**config.mk**
```make
export PLATFORM = sky130hd
export DESIGN_NAME = gcsid_top
export DESIGN_NICKNAME = d
export VERILOG_FILES = /design/src/rtl/gcsid_pkg.sv /design/src/rtl/gcsid_top.sv /design/src/rtl/gcsid_divider.sv
export SDC_FILE = /design/constraint.sdc
export NUM_CORES = 1
export LEC_CHECK = 0
export BUFFER_PORTS_ARGS = -buffer_cell sky130_fd_sc_hd__buf_2
export CORE_MARGIN = 2
export CORE_UTILIZATION = 55
export DETAILED_ROUTE_END_ITERATION = 7
export PLACE_DENSITY = 0.83
export SYNTH_ARGS = -nofsm -noshare
export SYNTH_HDL_FRONTEND = slang
export SYNTH_SLANG_ARGS = --single-unit
```
**constraint.sdc**
```tcl
create_clock -name sys_clk -period 5.95 [get_ports sys_clk]
set_input_delay 0.595 -clock sys_clk [delete_from_list [all_inputs] [get_ports sys_clk]]
set_output_delay 0.595 -clock sys_clk [all_outputs]
set_load 0.01 [all_outputs]
```
**src/rtl/gcsid_pkg.sv**
```systemverilog
package gcsid_pkg;
    // ------------------------------------------------------------
    // register map
    // ------------------------------------------------------------
    localparam logic [7:0] GCSID_ADDR_GCS   = 8'h00;
    localparam logic [7:0] GCSID_ADDR_FLASH = 8'h2C;
    localparam logic [7:0] GCSID_ADDR_RAM   = 8'h2D;
    localparam logic [7:0] GCSID_ADDR_CPU   = 8'h2E;
    localparam logic [7:0] GCSID_ADDR_REV   = 8'h2F;
    // identifiers: arbitrary neutral values
    localparam logic [4:0] GCSID_FLASH_ID   = 5'h0A;
    localparam logic [4:0] GCSID_RAM_ID     = 5'h0B;
    localparam logic [4:0] GCSID_CPU_ID     = 5'h0C;
    localparam logic [4:0] GCSID_REV_ID     = 5'h0D;
    // ------------------------------------------------------------
    // fields
    // ------------------------------------------------------------
    localparam int GCSID_BIT_FORCE = 5;
    localparam logic [1:0] GCSID_CAUSE_NONE  = 2'h0;
    localparam logic [1:0] GCSID_CAUSE_WDOG  = 2'h1;
    localparam logic [1:0] GCSID_CAUSE_RESET = 2'h3;
    localparam logic [2:0] GCSID_CSEL_RESET  = 3'h0;
    localparam logic [2:0] GCSID_CSEL_D8     = 3'h0;
    localparam logic [2:0] GCSID_CSEL_D8P1   = 3'h1;
    localparam logic [2:0] GCSID_CSEL_D1     = 3'h2;
    localparam logic [2:0] GCSID_CSEL_D2     = 3'h3;
    localparam logic [2:0] GCSID_CSEL_SLOW   = 3'h4;
    localparam logic [2:0] GCSID_CSEL_SLEEP  = 3'h5;
    localparam logic [2:0] GCSID_CSEL_D4     = 3'h6;
    localparam logic [2:0] GCSID_CSEL_D6     = 3'h7;
    // divide ratios
    localparam logic [3:0] GCSID_DIV1 = 4'h1;
    localparam logic [3:0] GCSID_DIV2 = 4'h2;
    localparam logic [3:0] GCSID_DIV4 = 4'h4;
    localparam logic [3:0] GCSID_DIV6 = 4'h6;
    localparam logic [3:0] GCSID_DIV8 = 4'h8;
    // ------------------------------------------------------------
    // spreader timing
    // ------------------------------------------------------------
    localparam real GCSID_CLK_NS      = 10.0;
    localparam real GCSID_SPR_NORM_NS = 3.0;
    localparam real GCSID_SPR_STR_NS  = 4.5;
    // longest time rounds down, at least one cycle
    localparam int  GCSID_SPR_NORM_CYC =
        (int'($floor(GCSID_SPR_NORM_NS / GCSID_CLK_NS)) < 1) ? 1 :
        int'($floor(GCSID_SPR_NORM_NS / GCSID_CLK_NS));
    localparam int  GCSID_SPR_STR_CYC =
        (int'($floor(GCSID_SPR_STR_NS / GCSID_CLK_NS)) < 1) ? 1 :
        int'($floor(GCSID_SPR_STR_NS / GCSID_CLK_NS));
    localparam logic [1:0] GCSID_SPR_OFF    = 2'h0;
    localparam logic [1:0] GCSID_SPR_NORMAL = 2'h1;
    localparam logic [1:0] GCSID_SPR_STRONG = 2'h2;
    localparam logic [2:0] GCSID_BAUD_DIV   = 3'h7;   // 32768/2400 approx 14 = 2*7
    localparam logic [14:0] GCSID_RTC_WRAP  = 15'h7FFF;

    typedef struct packed {
        logic       wr;
        logic       rd;
        logic [7:0] addr;
        logic [7:0] wdata;
    } gcsid_io_t;

    typedef struct packed {
        logic       cpu_en;
        logic       per_en;
        logic       osc_on;
        logic       short_cs;
    } gcsid_clk_t;
endpackage

```
**src/rtl/gcsid_top.sv**
```systemverilog
`timescale 1ns/100ps
module gcsid_top (
    input  wire logic                   sys_clk,
    input  wire logic                   arst_n,
    input  wire gcsid_pkg::gcsid_io_t   io,
    input  wire logic [1:0]             boot_mode_pins,
    input  wire logic                   boot_fetch_ignore,
    input  wire logic                   wdog_timeout,
    input  wire logic                   clk32k_tick,
    input  wire logic                   power_save_short_cs,
    input  wire logic [1:0]             spread_mode,
    output logic [7:0]                  rdata,
    output logic                        periodic_pend,
    output logic [1:0]                  periodic_prio,
    output gcsid_pkg::gcsid_clk_t       clk_ctl,
    output logic                        rtc_tick,
    output logic                        baud_tick,
    output logic                        spread_stretch,
    output logic                        spread_shrink,
    output logic [2:0]                  spread_cycles
);
    import gcsid_pkg::*;

    // ------------------------------------------------------------
    // registers
    // ------------------------------------------------------------
    logic [1:0]  cause_r;
    logic [2:0]  csel_r;
    logic [1:0]  prio_r;
    logic [1:0]  pins_r;
    logic        ign_r;
    logic [3:0]  cpu_ratio;
    logic [3:0]  per_ratio;
    logic        slow;
    logic        cpu_src;
    logic        per_src;
    logic        cpu_tick;
    logic        per_tick;
    logic [14:0] rtc_cnt_r;
    logic [3:0]  spr_cnt_r;
    logic [7:0]  id_hi;
    logic        gcs_wr;
    logic [7:0]  id_word [4];

    assign gcs_wr = io.wr && io.addr == GCSID_ADDR_GCS;
    assign id_hi  = {ign_r, pins_r, 5'h00};

    // ------------------------------------------------------------
    // identification words: only the low field differs per register
    // ------------------------------------------------------------
    localparam logic [4:0] ID_CODE [4] = '{GCSID_FLASH_ID, GCSID_RAM_ID,
                                           GCSID_CPU_ID, GCSID_REV_ID};
    for (genvar g = 0; g < 4; g++) begin : g_id
        assign id_word[g] = id_hi | {3'h0, ID_CODE[g]};
    end

    // ------------------------------------------------------------
    // strap sampling
    // ------------------------------------------------------------
    always_ff @(posedge sys_clk or negedge arst_n) begin
        if (!arst_n) begin
            pins_r <= 2'h0;
            ign_r  <= 1'b0;
        end else begin
            pins_r <= boot_mode_pins;
            ign_r  <= boot_fetch_ignore;
        end
    end

    // ------------------------------------------------------------
    // read data; id writes fall through untouched
    // ------------------------------------------------------------
    always_ff @(posedge sys_clk or negedge arst_n) begin
        if (!arst_n) begin
            rdata <= 8'h00;
        end else if (io.rd) begin
            unique case (io.addr)
                GCSID_ADDR_GCS:   rdata <= {cause_r, 1'b0, csel_r, prio_r};
                GCSID_ADDR_FLASH: rdata <= id_word[0];
                GCSID_ADDR_RAM:   rdata <= id_word[1];
                GCSID_ADDR_CPU:   rdata <= id_word[2];
                GCSID_ADDR_REV:   rdata <= id_word[3];
                default:          rdata <= 8'h00;
            endcase
        end
    end

    // ------------------------------------------------------------
    // cause flags: a new event wins over the read clear
    // ------------------------------------------------------------
    always_ff @(posedge sys_clk or negedge arst_n) begin
        if (!arst_n) begin
            cause_r <= GCSID_CAUSE_RESET;
        // a timeout beside a clearing read must not be lost
        end else if (wdog_timeout) begin
            cause_r <= GCSID_CAUSE_WDOG;
        end else if (io.rd && io.addr == GCSID_ADDR_GCS) begin
            cause_r <= GCSID_CAUSE_NONE;
        end
    end

    // ------------------------------------------------------------
    // control fields
    // ------------------------------------------------------------
    always_ff @(posedge sys_clk or negedge arst_n) begin
        if (!arst_n) begin
            csel_r        <= GCSID_CSEL_RESET;
            prio_r        <= 2'h0;
            periodic_pend <= 1'b0;
            periodic_prio <= 2'h0;
        end else begin
            periodic_pend <= gcs_wr && io.wdata[GCSID_BIT_FORCE];
            // priority leaves with the write, never a cycle behind the field
            if (gcs_wr) begin
                csel_r        <= io.wdata[4:2];
                prio_r        <= io.wdata[1:0];
                periodic_prio <= io.wdata[1:0];
            end
        end
    end

    // ------------------------------------------------------------
    // clock select decode
    // ------------------------------------------------------------
    always_comb begin
        cpu_ratio = GCSID_DIV8;
        per_ratio = GCSID_DIV8;
        slow      = 1'b0;
        unique case (csel_r)
            GCSID_CSEL_D8:   begin cpu_ratio = GCSID_DIV8; per_ratio = GCSID_DIV8; end
            GCSID_CSEL_D8P1: begin cpu_ratio = GCSID_DIV8; per_ratio = GCSID_DIV1; end
            GCSID_CSEL_D1:   begin cpu_ratio = GCSID_DIV1; per_ratio = GCSID_DIV1; end
            GCSID_CSEL_D2:   begin cpu_ratio = GCSID_DIV2; per_ratio = GCSID_DIV2; end
            GCSID_CSEL_D4:   begin cpu_ratio = GCSID_DIV4; per_ratio = GCSID_DIV4; end
            GCSID_CSEL_D6:   begin cpu_ratio = GCSID_DIV6; per_ratio = GCSID_DIV6; end
            GCSID_CSEL_SLOW, GCSID_CSEL_SLEEP: begin
                cpu_ratio = GCSID_DIV1;
                per_ratio = GCSID_DIV1;
                slow      = 1'b1;
            end
        endcase
    end

    // slow codes run both dividers at ratio one off the 32 kHz enable
    assign cpu_src = slow ? clk32k_tick : 1'b1;
    assign per_src = cpu_src;

    gcsid_divider u_cpu_div (
        .sys_clk (sys_clk),
        .arst_n  (arst_n),
        .src_en  (cpu_src),
        .ratio   (cpu_ratio),
        .tick    (cpu_tick)
    );

    gcsid_divider u_per_div (
        .sys_clk (sys_clk),
        .arst_n  (arst_n),
        .src_en  (per_src),
        .ratio   (per_ratio),
        .tick    (per_tick)
    );

    gcsid_divider u_baud_div (
        .sys_clk (sys_clk),
        .arst_n  (arst_n),
        .src_en  (clk32k_tick),
        .ratio   ({1'b0, GCSID_BAUD_DIV}),
        .tick    (baud_tick)
    );

    always_ff @(posedge sys_clk or negedge arst_n) begin
        if (!arst_n) begin
            clk_ctl <= '0;
        end else begin
            clk_ctl.cpu_en   <= cpu_tick;
            clk_ctl.per_en   <= per_tick;
            clk_ctl.osc_on   <= csel_r != GCSID_CSEL_SLEEP;
            // short chip select only for the divide-by-8, 8/1, 4 and 6 codes, not divide-by-2
            clk_ctl.short_cs <= power_save_short_cs &&
                (csel_r == GCSID_CSEL_D8 || csel_r == GCSID_CSEL_D8P1 ||
                 csel_r == GCSID_CSEL_D4 || csel_r == GCSID_CSEL_D6);
        end
    end

    // ------------------------------------------------------------
    // real-time clock second tick from the 32 kHz enable
    // ------------------------------------------------------------
    always_ff @(posedge sys_clk or negedge arst_n) begin
        if (!arst_n) begin
            rtc_cnt_r <= 15'h0000;
            rtc_tick  <= 1'b0;
        // free running, so the first second after reset is a full one
        end else begin
            rtc_tick <= clk32k_tick && rtc_cnt_r == GCSID_RTC_WRAP;
            if (clk32k_tick) begin
                rtc_cnt_r <= rtc_cnt_r + 15'h0001;
            end
        end
    end

    // ------------------------------------------------------------
    // spreader: alternate shrink and stretch, bounded amount
    // ------------------------------------------------------------
    always_ff @(posedge sys_clk or negedge arst_n) begin
        if (!arst_n) begin
            spr_cnt_r      <= 4'h0;
            spread_stretch <= 1'b0;
            spread_shrink  <= 1'b0;
            spread_cycles  <= 3'h0;
        end else begin
            // plain alternation: only the bound matters to the clock generator
            spr_cnt_r      <= spr_cnt_r + 4'h1;
            spread_stretch <= spread_mode != GCSID_SPR_OFF && !spr_cnt_r[0];
            spread_shrink  <= spread_mode != GCSID_SPR_OFF && spr_cnt_r[0];
            unique case (spread_mode)
                GCSID_SPR_NORMAL: spread_cycles <= 3'(GCSID_SPR_NORM_CYC);
                GCSID_SPR_STRONG: spread_cycles <= 3'(GCSID_SPR_STR_CYC);
                default:          spread_cycles <= 3'h0;
            endcase
        end
    end
endmodule // gcsid_top

```
**src/rtl/gcsid_divider.sv**
```systemverilog
`timescale 1ns/100ps
module gcsid_divider (
    input  wire logic       sys_clk,
    input  wire logic       arst_n,
    input  wire logic       src_en,
    input  wire logic [3:0] ratio,
    output logic            tick
);
    import gcsid_pkg::*;
    logic [3:0] cnt_r;

    // one-cycle enable every ratio source ticks
    always_ff @(posedge sys_clk or negedge arst_n) begin
        if (!arst_n) begin
            cnt_r <= 4'h0;
            tick  <= 1'b0;
        end else begin
            tick <= 1'b0;
            if (src_en) begin
                if (cnt_r + 4'h1 >= ratio) begin
                    cnt_r <= 4'h0;
                    tick  <= 1'b1;
                end else begin
                    cnt_r <= cnt_r + 4'h1;
                end
            end
        end
    end
endmodule // gcsid_divider

```
==> impl_metrics.csv <==
group,metric,value,unit
place,gp_congestion,0.740,
worst_setup_path,slowest_stage,"a2111oi_0",
clock_network,cts_made_buffers,9,
global_routing,grt_pass1_wl,7590,um
synthesis,synth_ff_type,"dfrtp_1",
global_routing,grt_pass1_vias,1746,
worst_setup_path,r2r_slack,3.53,ns
sta,rsz0062_at_grt,"no",
final_layout,mostFrequentLayoutCells,"dfrtp_1 (56), buf_2 (45), nand2_1 (22), ha_1 (14), inv_1 (13)",
outcome,status,"finished clean",
clock_network,ctsHoldBuffers,0,
final_layout,final_common_cell,"dfrtp_1",
synthesis,synth_cells,222,
routing,wirelength,4640,um
synthesis,ys_warn_count,0,
clock_network,cts_tree,"built",
global_routing,grt-ovfl-total,0,
floorplan,die_h,72.4,um
routing,drc,0,
pwr,leakagePower,0.00161,uW
floorplan,ios,50,
final_layout,syn2layout_area_growth,18.9,%
routing,antenna_left,0,
final_layout,multi_input_area,1040,um^2
pwr,cellPowerDensity,399,nW/um^2
floorplan,start_util,58.0,%
clock_network,cts.sinks,58,
routing,vias,1763,
clock_network,cts_resized,0,
clock_network,clk_pin_slew_worst_paths,0.07,ns
sta,relSlewSlack,49.7,%
routing,routed_via_density,5.33,
sta,fin_tns_setup,0,ns
sta,hold_viol_final,0,
sta,skew,0.00695,ns
routing,drt-pass1-iter-count,4,
worst_setup_path,worstSetupPathType,"reg -> reg",
worst_setup_path,end_kind,"register",
final_layout,fillerInstances,324,
final_layout,final_layout_size_suffix_gt1_share,26.2,%
worst_setup_path,crit_arrival,2.67,ns
worst_setup_path,rr_endpoint,"u_cpu_div.cnt_r[1]",
floorplan,dieWidth,72.4,um
routing,wl_per_cell,14.0,um
clock_network,htreeDepth,3,
routing,drt_iter0_markers,74,
pwr,peakVddDrop,0.202,mV
final_layout,final-seq-area,1450,um^2
synthesis,syn_area,2580,um^2
sta,slew_viol_final,0,
job,cap_violations,0,
synthesis,seq_area_frac_synth,56.4,%
floorplan,dieArea,5250,um^2
worst_setup_path,worstPathRequired,6.20,ns
place,dp_cells,315,
hold_path,min_from,"u_per_div.tick",
final_layout,instances_no_fill,331,
sta,tightest_slew,0.753,ns
hold_path,hold_depth,0,
floorplan,coreArea,4440,um^2
clock_network,root_buffer,"clkbuf_8",
worst_setup_path,rr_worst_depth,7,
sta,setup-violations-final,0,
clock_network,postCtsSetupBuffers,0,
clock_network,clk_path_buf_depth,2,
final_layout,diodes,0,
synthesis,synth-edff-count,0,
place,hpwl,3240,um
synthesis,avgSynthCellArea,11.6,um^2
global_routing,grt_antenna_before_repair,0,
sta,period_minus_slack,2.42,ns
synthesis,yosysUniqueCellTypes,36,
clock_network,clk_latency,0.33,ns
synthesis,synthArstFlopShare,100,%
floorplan,row_count,24,
hold_path,hold_class,"reg -> reg",
worst_setup_path,timing.rr.start,"csel_r[2]",
synthesis,synth_seq_cells,58,
worst_setup_path,crit_fanout,8,
global_routing,grt_max_degree,59,
sta,post-route-period-util,40.6,%
final_layout,fin_nets,316,
place,port_buffers,45,
worst_setup_path,cp_slowest_stage_delay,0.65,ns
worst_setup_path,critPathLaunchType,"register",
sta,fmax,0.414,GHz
global_routing,track_usage,19.3,%
worst_setup_path,crit_chain,"nor2b_1 > a21o_1 > ha_1 > nand2b_1 > a2111oi_0 > o21bai_1 > o21ai_0",
hold_path,hold_end,"clk_ctl[2]",
## critical path: cells and delay by family (launching register included)
kind | cells | cell delay (ns)
simple gates | 2 | 0.35
compound gates | 4 | 1.28
fa+ha+maj | 1 | 0.26
flops | 1 | 0.44
## synth_stat cells (all sizes together), types with 4 or more instances
cell,instances,area share (%)
dfrtp,56,54
nand2,23,3.4
ha,14,6.8
inv,13,1.9
xnor2,11,3.7
nor2,9,1.3
o21ai,9,1.7
xor2,9,3.1
nand3,7,1.4
nor2b,7,1.7
mux2,6,2.6
a21o,5,1.5
and3,5,1.2
a221o,4,1.6
a22o,4,1.4
nand4,4,0.97
nor3,4,0.78
## logic make-up after synthesis
family,synth area share [%]
adders and majority gates,6.80
DFF,56.4
muxes,3.01
xor gates and xnor gates,6.80
other,0.146
buffers and inverters,3.21
AOI/OAI and AO/OA,8.74
and+or+nand+nor,14.9
## report_power, final
| part | internal, uW | total, uW | switching (uW) |
|---|---|---|---|
| combinational | 138 | 292 | 154 |
| clock | 246 | 398 | 152 |
| sequential | 469 | 533 | 63.5 |
## layer usage
| layer | up-vias | global-route usage (%) | part of all wire, % |
|---|---|---|---|
| li1 | 862 | - | - |
| met1 | 842 | 22.9 | 43 |
| met2 | 41 | 31.1 | 49 |
| met3 | 18 | 5.69 | 4.0 |
| met4 | 0 | 11.5 | 3.6 |
| met5 | - | 0 | 0 |
## metrics by stage
stage | worst slack (ns) | hold WS (ns) | cell area [um^2] | utilization [%] | total power [uW]
floorplan | 3.88 | 0.299 | 2580 | - | 737
global placement | 3.78 | 0.334 | 2840 | 64.0 | 801
detailed placement | 3.73 | 0.340 | 2840 | 64.0 | 823
CTS | 3.54 | 0.353 | 3060 | 68.9 | 1230
global route | 3.41 | 0.347 | 3060 | 68.9 | 1300
finish | 3.53 | 0.360 | 3060 | 68.9 | 1220
## flip-flops by register name (all words and copies together) (netlist names), 2 cells and up
signal            flops
cause_r               2
clk_ctl               4
csel_r                3
pins_r                2
prio_r                2
rdata                 8
rtc_cnt_r            15
u_baud_div.cnt_r      4
u_cpu_div.cnt_r       4
u_per_div.cnt_r       4
## worst max-delay path by stage
stage                     startpoint                  to  slack, ns  cells past startpoint
after detailed placement   csel_r[1]  u_cpu_div.cnt_r[1]       3.73                      7
after global placement     csel_r[2]  u_cpu_div.cnt_r[1]       3.78                      7
after floorplan            csel_r[1]  u_cpu_div.cnt_r[0]       3.88                      8
after global routing       csel_r[2]  u_per_div.cnt_r[3]       3.41                      7
after CTS                  csel_r[2]  u_cpu_div.cnt_r[1]       3.54                      7
final                      csel_r[2]  u_cpu_div.cnt_r[1]       3.53                      7
## layout make-up
type | instances | share of cell area, %
inverters | 13 | 1.59
multi-input cells | 146 | 34.1
clock inverters | 5 | 2.53
well taps | 52 | 2.12
flip-flops and latches | 58 | 47.5
repair buffers | 46 | 7.60
clock buffers | 11 | 4.62
No activity file was read; power rests on OpenSTA's default activity.
